$ cat src/core/mrb_consts.svh
// constants for the multi-picture reference buffer manager
// assumes inclusion by bare name from the core design files
`ifndef MRB_CONSTS_SVH
`define MRB_CONSTS_SVH

// ************************************************************
// sizes
// ************************************************************
`define MRB_ENTRIES 8
`define MRB_IDX_W 3
`define MRB_SERIAL_W 10
`define MRB_SLOT_W 4
`define MRB_LIMIT_W 5
`define MRB_SERIAL_STEP 10'h001
`define MRB_LIMIT_RESET 5'h00
`define MRB_SERIAL_RESET 10'h000

// ************************************************************
// backward set sizes for B pictures
// ************************************************************
`define MRB_BWD_ONE 4'h1
`define MRB_BWD_TWO 4'h2

// ************************************************************
// picture reference code lengths
// ************************************************************
`define MRB_LEN_1 3'h1
`define MRB_LEN_3 3'h3
`define MRB_LEN_5 3'h5

`endif

$ cat src/core/mrb_pkg.sv
// types shared by the reference buffer manager
// assumes mrb_consts.svh is on the include path
`include "mrb_consts.svh"

package mrb_pkg;

    typedef logic [`MRB_SERIAL_W-1:0] mrb_serial_t;
    typedef logic [`MRB_SLOT_W-1:0] mrb_slot_t;

    typedef enum logic [1:0] {
        MRB_FREE,
        MRB_SHORT,
        MRB_LONG
    } mrb_kind_e;

    typedef struct packed {
        mrb_kind_e kind;
        mrb_serial_t serial;
        mrb_slot_t slot;
    } mrb_entry_s;

endpackage : mrb_pkg

$ cat src/core/mrb_ref_buffer.sv
// reference buffer manager: picture serials, long-term slots,
// default index order and macroblock reference field handling
// assumes one clock and a parser that presents one event per cycle
`include "mrb_consts.svh"

// How it works
// - forward index field expected with forward motion data; relative into forward set
// - forward guard bit exactly when index decodes to one without unrestricted vectors
// - backward select bit only in B pictures with backward data and two-picture mode
// - select 0 uses first backward reference, 1 uses the second
// - backward guard bit when select 0, no unrestricted vectors, five zero bits before
// - buffer follows every control operation, even on damaged pictures
// - serial kept modulo 1024, first picture expected to carry zero; any first serial after mode start is taken without a loss check
// - serial step other than one flags picture loss
// - new picture gets default index 0; other indices shift
// - stored picture enters short-term; long-term only by assignment
// - slot limit is zero when selection mode starts
// - slot limit holds until a new value arrives
// - new limit frees long-term pictures with slot at or above it
// - control operation converts the delta-named short-term picture to a slot
// - earlier occupant of the target slot is freed
// - slot above limit minus one raises an error
// - repeat of an existing assignment leaves the buffer unchanged
// - picture already in another slot raises an error
// - two-picture mode: first two indices backward, the rest forward
module mrb_ref_buffer
    import mrb_pkg::*;
(
    input wire logic mclk_in,
    input wire logic sys_rst_in,
    input wire logic multi_ref_selection_mode_start_in,
    input wire logic store_in,
    input wire logic [`MRB_SERIAL_W-1:0] picture_serial_in,
    input wire logic limit_in,
    input wire logic [`MRB_LIMIT_W-1:0] long_term_slot_limit_in,
    input wire logic buffer_control_op_in,
    input wire logic [`MRB_SERIAL_W-1:0] picture_serial_delta_in,
    input wire logic [`MRB_SLOT_W-1:0] long_term_slot_in,
    input wire logic mb_in,
    input wire logic b_picture_in,
    input wire logic fwd_mv_data_in,
    input wire logic backward_mv_data_in,
    input wire logic two_pic_bwd_in,
    input wire logic umv_mode_in,
    input wire logic prior_five_zero_in,
    input wire logic [4:0] fwd_code_in,
    input wire logic [2:0] fwd_code_len_in,
    input wire logic backward_ref_select_in,
    output logic forward_ref_present_out,
    output logic [3:0] forward_ref_index_out,
    output logic fwd_emul_guard_bit_out,
    output logic bwd_select_present_out,
    output logic bwd_emul_guard_bit_out,
    output logic fwd_hit_out,
    output logic [`MRB_SERIAL_W-1:0] fwd_serial_out,
    output logic fwd_long_out,
    output logic bwd_hit_out,
    output logic [`MRB_SERIAL_W-1:0] bwd_serial_out,
    output logic loss_out,
    output logic err_range_out,
    output logic err_dup_out,
    output logic err_missing_out,
    output logic [`MRB_LIMIT_W-1:0] limit_out,
    output logic [3:0] count_out
);

    // ************************************************************
    // functions
    // ************************************************************
    // code 1 -> 0, 0x0 -> 1+x, 0x0y0 -> 3+xy
    function automatic logic [3:0] ref_decode(input logic [4:0] code, input logic [2:0] len);
        logic [3:0] v;
        v = 4'h0;
        if (len == `MRB_LEN_3) begin
            v = 4'h1 + {3'h0, code[1]};
        end else if (len == `MRB_LEN_5) begin
            v = 4'h3 + {2'h0, code[3], code[1]};
        end
        return v;
    endfunction : ref_decode

    // ************************************************************
    // storage
    // ************************************************************
    mrb_entry_s buf_q [`MRB_ENTRIES];
    logic [`MRB_LIMIT_W-1:0] limit;
    mrb_serial_t last_serial;
    logic have_last;
    // default index: short by recency, then long by slot
    logic [10:0] key [`MRB_ENTRIES];
    logic [3:0] nvalid, rank [`MRB_ENTRIES];
    always_comb begin
        for (int i = 0; i < `MRB_ENTRIES; i++) begin
            if (buf_q[i].kind == MRB_LONG) begin
                key[i] = {1'b1, 6'h00, buf_q[i].slot};
            end else begin
                key[i] = {1'b0, last_serial - buf_q[i].serial};
            end
        end
        nvalid = 4'h0;
        for (int i = 0; i < `MRB_ENTRIES; i++) begin
            rank[i] = 4'h0;
            if (buf_q[i].kind != MRB_FREE) begin
                nvalid = nvalid + 4'h1;
            end
            for (int j = 0; j < `MRB_ENTRIES; j++) begin
                if (buf_q[j].kind != MRB_FREE && key[j] < key[i]) begin
                    rank[i] = rank[i] + 4'h1;
                end
            end
        end
    end

    // ************************************************************
    // assignment lookup
    // ************************************************************
    mrb_serial_t target;
    mrb_slot_t tgt_slot;
    logic tgt_found, tgt_long, slot_bad, free_found;
    logic [`MRB_IDX_W-1:0] tgt_idx, free_idx, oldest_idx;
    always_comb begin
        target = last_serial - picture_serial_delta_in;
        tgt_found = 1'b0;
        tgt_long = 1'b0;
        tgt_slot = '0;
        tgt_idx = '0;
        free_found = 1'b0;
        free_idx = '0;
        oldest_idx = '0;
        for (int i = 0; i < `MRB_ENTRIES; i++) begin
            if (buf_q[i].kind != MRB_FREE && buf_q[i].serial == target) begin
                tgt_found = 1'b1;
                tgt_long = buf_q[i].kind == MRB_LONG;
                tgt_slot = buf_q[i].slot;
                tgt_idx = i[`MRB_IDX_W-1:0];
            end
            if (buf_q[i].kind == MRB_FREE && !free_found) begin
                free_found = 1'b1;
                free_idx = i[`MRB_IDX_W-1:0];
            end
            if (buf_q[i].kind == MRB_SHORT
                && (buf_q[oldest_idx].kind != MRB_SHORT || key[i] >= key[oldest_idx])) begin
                oldest_idx = i[`MRB_IDX_W-1:0];
            end
        end
        slot_bad = {1'b0, long_term_slot_in} >= limit;
    end

    // ************************************************************
    // buffer update
    // ************************************************************
    // one event per cycle; mode start outranks the others
    always_ff @(posedge mclk_in or posedge sys_rst_in) begin
        if (sys_rst_in) begin
            for (int i = 0; i < `MRB_ENTRIES; i++) begin
                buf_q[i] <= '{MRB_FREE, '0, '0};
            end
        end else if (multi_ref_selection_mode_start_in) begin
            for (int i = 0; i < `MRB_ENTRIES; i++) begin
                buf_q[i].kind <= MRB_FREE;
            end
        end else if (limit_in) begin
            for (int i = 0; i < `MRB_ENTRIES; i++) begin
                if (buf_q[i].kind == MRB_LONG
                    && {1'b0, buf_q[i].slot} >= long_term_slot_limit_in) begin
                    buf_q[i].kind <= MRB_FREE;
                end
            end
        end else if (buffer_control_op_in) begin
            // damaged pictures still apply the operation
            if (tgt_found && !tgt_long && !slot_bad) begin
                for (int i = 0; i < `MRB_ENTRIES; i++) begin
                    if (buf_q[i].kind == MRB_LONG && buf_q[i].slot == long_term_slot_in) begin
                        buf_q[i].kind <= MRB_FREE;
                    end
                end
                buf_q[tgt_idx].kind <= MRB_LONG;
                buf_q[tgt_idx].slot <= long_term_slot_in;
            end
            // same slot repeat needs no action
        end else if (store_in) begin
            // full buffer: oldest short-term picture gives way
            if (free_found) begin
                buf_q[free_idx] <= '{MRB_SHORT, picture_serial_in, '0};
            end else begin
                buf_q[oldest_idx] <= '{MRB_SHORT, picture_serial_in, '0};
            end
        end
    end

    // newest serial becomes key 0, so default index 0
    always_ff @(posedge mclk_in or posedge sys_rst_in) begin
        if (sys_rst_in) begin
            last_serial <= `MRB_SERIAL_RESET;
            have_last <= 1'b0;
        end else if (multi_ref_selection_mode_start_in) begin
            have_last <= 1'b0;
        end else if (!limit_in && !buffer_control_op_in && store_in) begin
            last_serial <= picture_serial_in;
            have_last <= 1'b1;
        end
    end
    always_ff @(posedge mclk_in or posedge sys_rst_in) begin
        if (sys_rst_in) begin
            limit <= `MRB_LIMIT_RESET;
        end else if (multi_ref_selection_mode_start_in) begin
            limit <= `MRB_LIMIT_RESET;
        end else if (limit_in) begin
            limit <= long_term_slot_limit_in;
        end
    end

    // ************************************************************
    // error and loss reporting
    // ************************************************************
    logic store_ev, ctrl_ev;
    assign store_ev = store_in && !multi_ref_selection_mode_start_in && !limit_in
        && !buffer_control_op_in;
    assign ctrl_ev = buffer_control_op_in && !multi_ref_selection_mode_start_in && !limit_in;

    always_ff @(posedge mclk_in or posedge sys_rst_in) begin
        if (sys_rst_in) begin
            loss_out <= 1'b0;
            err_range_out <= 1'b0;
            err_dup_out <= 1'b0;
            err_missing_out <= 1'b0;
        end else begin
            // gap in serials means a lost or corrupt picture
            loss_out <= store_ev && have_last
                && (picture_serial_in - last_serial) != `MRB_SERIAL_STEP;
            err_range_out <= ctrl_ev && slot_bad;
            err_dup_out <= ctrl_ev && !slot_bad && tgt_found && tgt_long
                && tgt_slot != long_term_slot_in;
            err_missing_out <= ctrl_ev && !slot_bad && !tgt_found;
        end
    end
    always_ff @(posedge mclk_in or posedge sys_rst_in) begin
        if (sys_rst_in) begin
            limit_out <= `MRB_LIMIT_RESET;
            count_out <= 4'h0;
        end else begin
            limit_out <= limit;
            count_out <= nvalid;
        end
    end

    // ************************************************************
    // macroblock reference fields
    // ************************************************************
    logic [3:0] fwd_idx, bwd_count, fwd_rank, bwd_rank;
    logic bsel_here, fhit, bhit, flong;
    mrb_serial_t fser, bser;
    always_comb begin
        fwd_idx = ref_decode(fwd_code_in, fwd_code_len_in);
        bwd_count = 4'h0;
        if (b_picture_in) begin
            bwd_count = two_pic_bwd_in ? `MRB_BWD_TWO : `MRB_BWD_ONE;
        end
        bsel_here = b_picture_in && backward_mv_data_in && two_pic_bwd_in;
        fwd_rank = fwd_idx + bwd_count;
        bwd_rank = {3'h0, bsel_here && backward_ref_select_in};
        fhit = 1'b0;
        bhit = 1'b0;
        fser = '0;
        bser = '0;
        flong = 1'b0;
        for (int i = 0; i < `MRB_ENTRIES; i++) begin
            if (buf_q[i].kind != MRB_FREE && rank[i] == fwd_rank) begin
                fhit = 1'b1;
                fser = buf_q[i].serial;
                flong = buf_q[i].kind == MRB_LONG;
            end
            if (buf_q[i].kind != MRB_FREE && rank[i] == bwd_rank) begin
                bhit = b_picture_in;
                bser = buf_q[i].serial;
            end
        end
    end

    // fields hold their value between macroblocks
    always_ff @(posedge mclk_in or posedge sys_rst_in) begin
        if (sys_rst_in) begin
            forward_ref_present_out <= 1'b0;
            forward_ref_index_out <= 4'h0;
            fwd_emul_guard_bit_out <= 1'b0;
            bwd_select_present_out <= 1'b0;
            bwd_emul_guard_bit_out <= 1'b0;
            fwd_hit_out <= 1'b0;
            fwd_serial_out <= '0;
            fwd_long_out <= 1'b0;
            bwd_hit_out <= 1'b0;
            bwd_serial_out <= '0;
        end else if (mb_in) begin
            forward_ref_present_out <= fwd_mv_data_in;
            forward_ref_index_out <= fwd_mv_data_in ? fwd_idx : 4'h0;
            fwd_emul_guard_bit_out <= fwd_mv_data_in && fwd_idx == 4'h1
                && !umv_mode_in;
            bwd_select_present_out <= bsel_here;
            bwd_emul_guard_bit_out <= bsel_here && !backward_ref_select_in
                && !umv_mode_in && prior_five_zero_in;
            fwd_hit_out <= fwd_mv_data_in && fhit;
            fwd_serial_out <= fser;
            fwd_long_out <= flong;
            bwd_hit_out <= backward_mv_data_in && bhit;
            bwd_serial_out <= bser;
        end
    end

    // ************************************************************
    // checks
    // ************************************************************
    property p_fwd_guard;
        @(posedge mclk_in) disable iff (sys_rst_in)
        mb_in && fwd_mv_data_in && !umv_mode_in && fwd_code_len_in == `MRB_LEN_3
            && fwd_code_in[2:0] == 3'h0 |=> fwd_emul_guard_bit_out;
    endproperty
    a_fwd_guard: assert property (p_fwd_guard) else $error("forward guard missing");
    property p_bsel;
        @(posedge mclk_in) disable iff (sys_rst_in)
        mb_in && !b_picture_in |=> !bwd_select_present_out && !bwd_emul_guard_bit_out;
    endproperty
    a_bsel: assert property (p_bsel) else $error("backward select outside B");
    property p_bwd_guard;
        @(posedge mclk_in) disable iff (sys_rst_in)
        mb_in && umv_mode_in |=> !bwd_emul_guard_bit_out && !fwd_emul_guard_bit_out;
    endproperty
    a_bwd_guard: assert property (p_bwd_guard) else $error("guard under umv");
    property p_loss;
        @(posedge mclk_in) disable iff (sys_rst_in)
        store_ev && have_last && picture_serial_in == last_serial + `MRB_SERIAL_STEP
            |=> !loss_out;
    endproperty
    a_loss: assert property (p_loss) else $error("false loss report");
    property p_limit_start;
        @(posedge mclk_in) disable iff (sys_rst_in)
        multi_ref_selection_mode_start_in |=> ##1 limit_out == `MRB_LIMIT_RESET;
    endproperty
    a_limit_start: assert property (p_limit_start) else $error("limit not zero");
    property p_limit_hold;
        @(posedge mclk_in) disable iff (sys_rst_in)
        !limit_in && !multi_ref_selection_mode_start_in |=> $stable(limit);
    endproperty
    a_limit_hold: assert property (p_limit_hold) else $error("limit drifted");
    property p_range;
        @(posedge mclk_in) disable iff (sys_rst_in)
        ctrl_ev && slot_bad |=> err_range_out && !err_dup_out && !err_missing_out;
    endproperty
    a_range: assert property (p_range) else $error("range error missed");
    // count_out trails the buffer by one more cycle than the error pulses
    property p_repeat;
        @(posedge mclk_in) disable iff (sys_rst_in)
        ctrl_ev && !slot_bad && tgt_found && tgt_long && tgt_slot == long_term_slot_in
            |=> (!err_dup_out && !err_missing_out) ##1 $stable(count_out);
    endproperty
    a_repeat: assert property (p_repeat) else $error("repeat changed buffer");
    property p_convert;
        @(posedge mclk_in) disable iff (sys_rst_in)
        ctrl_ev && !slot_bad && tgt_found && !tgt_long
            |=> buf_q[$past(tgt_idx)].kind == MRB_LONG;
    endproperty
    a_convert: assert property (p_convert) else $error("conversion missed");

endmodule : mrb_ref_buffer

$ cat config.mk
export PLATFORM = sky130hd
export DESIGN_NAME = mrb_ref_buffer
export DESIGN_NICKNAME = d
export VERILOG_FILES = /design/src/core/mrb_pkg.sv /design/src/core/mrb_ref_buffer.sv
export VERILOG_INCLUDE_DIRS = /design/src /design/src/core
export SDC_FILE = /design/constraint.sdc
export NUM_CORES = 2
export LEC_CHECK = 0
export BUFFER_PORTS_ARGS = -buffer_cell sky130_fd_sc_hd__buf_2
export CORE_MARGIN = 5
export CORE_UTILIZATION = 30
export CTS_BUF_LIST = sky130_fd_sc_hd__clkbuf_8
export DETAILED_ROUTE_END_ITERATION = 7
export GPL_TIMING_DRIVEN = 0
export HOLD_SLACK_MARGIN = 0.1
export PLACE_DENSITY = 0.43
export SYNTH_ARGS = -nofsm -noshare
export SYNTH_HDL_FRONTEND = slang
export SYNTH_SLANG_ARGS = --single-unit
$ cat constraint.sdc
create_clock -name mclk_in -period 45 [get_ports mclk_in]
set_input_delay 9 -clock mclk_in [delete_from_list [all_inputs] [get_ports mclk_in]]
set_output_delay 9 -clock mclk_in [all_outputs]
set_load 0.005 [all_outputs]
==> results.json <==
{
  "status": "complete, but fails checks",
  "violations": "max-capacitance violations, max-slew violations",
  "finish.net_count": 4851,
  "r2r-end": "buf_q[39]$_DFFE_PP0P_",
  "nFillCells": 11611,
  "fin_total_pwr_mw": 1.55,
  "holdCritStartpoint": "limit[1]$_DFFE_PP0N_",
  "hold_path_class": "flip-flop to flip-flop",
  "remaining_drc_errors": 0,
  "io_pins": 95,
  "timing.final.crit_period_ns": 24.88,
  "worst_clock_skew_ns": 0.0252,
  "die_h_um": 339,
  "arrival_ns": 25.32,
  "htree_levels": 4,
  "multi_input_area_um2": 25900,
  "syn_inst": 4096,
  "p_sw_share_pct": 57.1,
  "core_um2": 107000,
  "antenna_found_initial": 4,
  "synth_area_um2": 32400,
  "area_growth_pct": 9.66,
  "synth_cell_types": 112,
  "pwr-share-clk_pct": 8.8,
  "wl_per_cell_um": 29.8,
  "gr-total-overflow": 0,
  "finalSetupViolCount": 0,
  "cp_common_cell": "o21ai_0",
  "initial_core_util_pct": 30.2,
  "routed-via-count": 33181,
  "setup_ws_ns": 20.12,
  "ir_drop_uv": 26.9,
  "p_comb_share_pct": 78.4,
  "grt_pass1_wl_mm": 235,
  "timing.rr.start": "last_serial[1]$_DFFE_PP0P_",
  "synthArstFlopShare_pct": 100,
  "p_leak_nw": 16.5,
  "slew_viol_final": 19,
  "syn-num-nets": 4717,
  "root_buffer": "clkbuf_8",
  "ys_seq_area_share_pct": 14.4,
  "whs_path_depth": 0,
  "clk_pin_slew_worst_paths_ns": 0.12,
  "grt_pass1_vias": 31626,
  "hpwl_mm": 134,
  "relSlewSlack_pct": -6.51,
  "firstDrtPassIters": 6,
  "clk_latency_ns": 0.60,
  "crit_fanout": 18,
  "rsz0062_at_grt": "no",
  "avgSynthCellArea_um2": 7.92,
  "pre_cts_ws_ns": 21.11,
  "synth-seq-cells": 187,
  "wirelength_mm": 168,
  "yosysWarnings": 0,
  "mostFrequentLayoutCell": "ha_1",
  "min_period_over_period_pct": 55.3,
  "critPathLaunchType": "flip-flop",
  "viasPerCell": 5.87,
  "slowest_delay_ns": 1.07,
  "synth_flop_cell": "dfrtp_1",
  "internal_power_mw": 0.664,
  "cts_num_sinks": 187,
  "pwr-share-seq_pct": 12.9,
  "slowest_stage": "dfrtp_1",
  "cts_buffer_depth": 2,
  "r2r_slack_ns": 20.12,
  "switchingPower_mw": 0.882,
  "whs_endpoint": "limit_out[1]$_DFF_PP0_",
  "ctsHoldBuffers": 0,
  "setup_tns_ns": 0,
  "drv_cap": 2,
  "cts_resized": 0,
  "cts_tree": "yes",
  "first_iter_violations": 3398,
  "power_density_nw_per_um2": 43.5,
  "grt_max_degree": 109,
  "cts_buffers": 17,
  "rows": 120,
  "cts_setup_buffers": 0,
  "worst_pin_slew_ns": 1.60,
  "die_w_um": 339,
  "antenna_violating_nets_post_route": 0,
  "cp.required_ns": 45.44,
  "synth-edff-count": 0,
  "register_area_um2": 4680,
  "layout_common_cells": "ha_1, nand2_1, inv_1, o21ai_0, a21oi_1",
  "drive_above_1_share_pct": 8.48,
  "final-hold-violation-count": 0,
  "critPathBufInv": 13,
  "reg2regPathDepth": 96,
  "worstSetupPathType": "flip-flop to flip-flop",
  "portBuffers": 87,
  "dieArea_um2": 115000,
  "gp_routability_congestion": 0.978,
  "track_usage_pct": 28.1,
  "crit_family": "compound AO/OA/AOI/OAI gates",
  "cp-end-kind": "flip-flop",
  "max_freq_mhz": 40.2
}
[flip-flops by register name (all words and copies together), names as in the netlist, 3 cells and up]
| register | count |
|---|---|
| forward_ref_index_out | 3 |
| limit_out | 5 |
| buf_q | 128 |
| last_serial | 10 |
| count_out | 4 |
| fwd_serial_out | 10 |
| bwd_serial_out | 10 |
| limit | 5 |
[kinds of logic (layout without fill, tap and decap cells)]
logic type               count (synthesis)  count (layout)  share of synthesized area, %
adder cells (fa/ha/maj)                570             570                          22.3
XOR/XNOR                               303             303                          10.1
flip-flops                             187             187                          14.4
AO/OA/AOI/OAI                         1135            1135                          23.0
buffers and inverters                  505             652                          6.07
multiplexers                           114             114                          3.82
other                                    1               3                        0.0116
AND/OR/NAND/NOR                       1281            1281                          20.3
[metal layers]
metal  vias to the layer above  track usage [%]  part of all wire, %
li1                      15266                -                    -
met1                     16108             37.2                   43
met2                      1466             45.0                   44
met3                       339             3.84                  7.0
met4                         2             14.0                  6.0
met5                         -            0.458                0.042
[area by class of cell]
cell class	instances	area share [%]
timing repair buffer	115	2.20
inverter	351	3.73
clock inverter	15	0.616
clock buffer	17	0.658
multi-input combinational	3404	72.8
sequential	187	13.2
antenna	2	0.0141
tap	1403	4.94
buffer	154	1.84
[through the flow]
step	util [%]	hold slack, ns	area, um^2	std cells
floorplan	-	0.373	32400	4096
global placement	32.3	0.401	34600	5586
detailed placement	32.7	0.399	35100	5614
CTS	33.2	0.436	35500	5646
global route	33.2	0.449	35500	5647
finish	33.2	0.429	35600	5648
[how the worst max path moves through the flow]
stage,startpoint,to,slack (ns),cells after the start
3_5_place_dp,last_serial[1]$_DFFE_PP0P_,buf_q[37]$_DFFE_PP0P_,21.11,95
3_3_place_gp,last_serial[1]$_DFFE_PP0P_,buf_q[40]$_DFFE_PP0P_,19.03,93
6_report,last_serial[1]$_DFFE_PP0P_,buf_q[39]$_DFFE_PP0P_,20.12,96
4_1_cts,last_serial[1]$_DFFE_PP0P_,buf_q[37]$_DFFE_PP0P_,20.96,96
2_1_floorplan,last_serial[1]$_DFFE_PP0P_,buf_q[125]$_DFFE_PP0P_,26.79,91
5_1_grt,last_serial[1]$_DFFE_PP0P_,buf_q[35]$_DFFE_PP0P_,19.20,95
[power by group through the flow]
stage,Clock [mW],Combinational [mW],Sequential [mW]
after floorplan,0,0.772,0.189
after global placement,0,1.14,0.201
after detailed placement,0,1.17,0.201
after CTS,0.139,1.18,0.198
after global routing,0.144,1.32,0.199
final,0.135,1.21,0.199
[synthesized netlist by cell type, drive strengths merged, types with 67 or more instances]
master | n | area (um^2)
ha | 559 | 6990
nand2 | 355 | 1330
inv | 346 | 1300
o21ai | 311 | 1560
a21oi | 243 | 1220
nor2 | 242 | 938
dfrtp | 187 | 4680
xnor2 | 184 | 1670
nand3 | 115 | 581
clkbuf | 112 | 420
nor3 | 101 | 549
nor2b | 80 | 500
xor2 | 79 | 707
nand4 | 78 | 488
a21o | 68 | 510
nand2b | 68 | 425
mux2 | 67 | 754
Power figures use the tool's default switching activity.
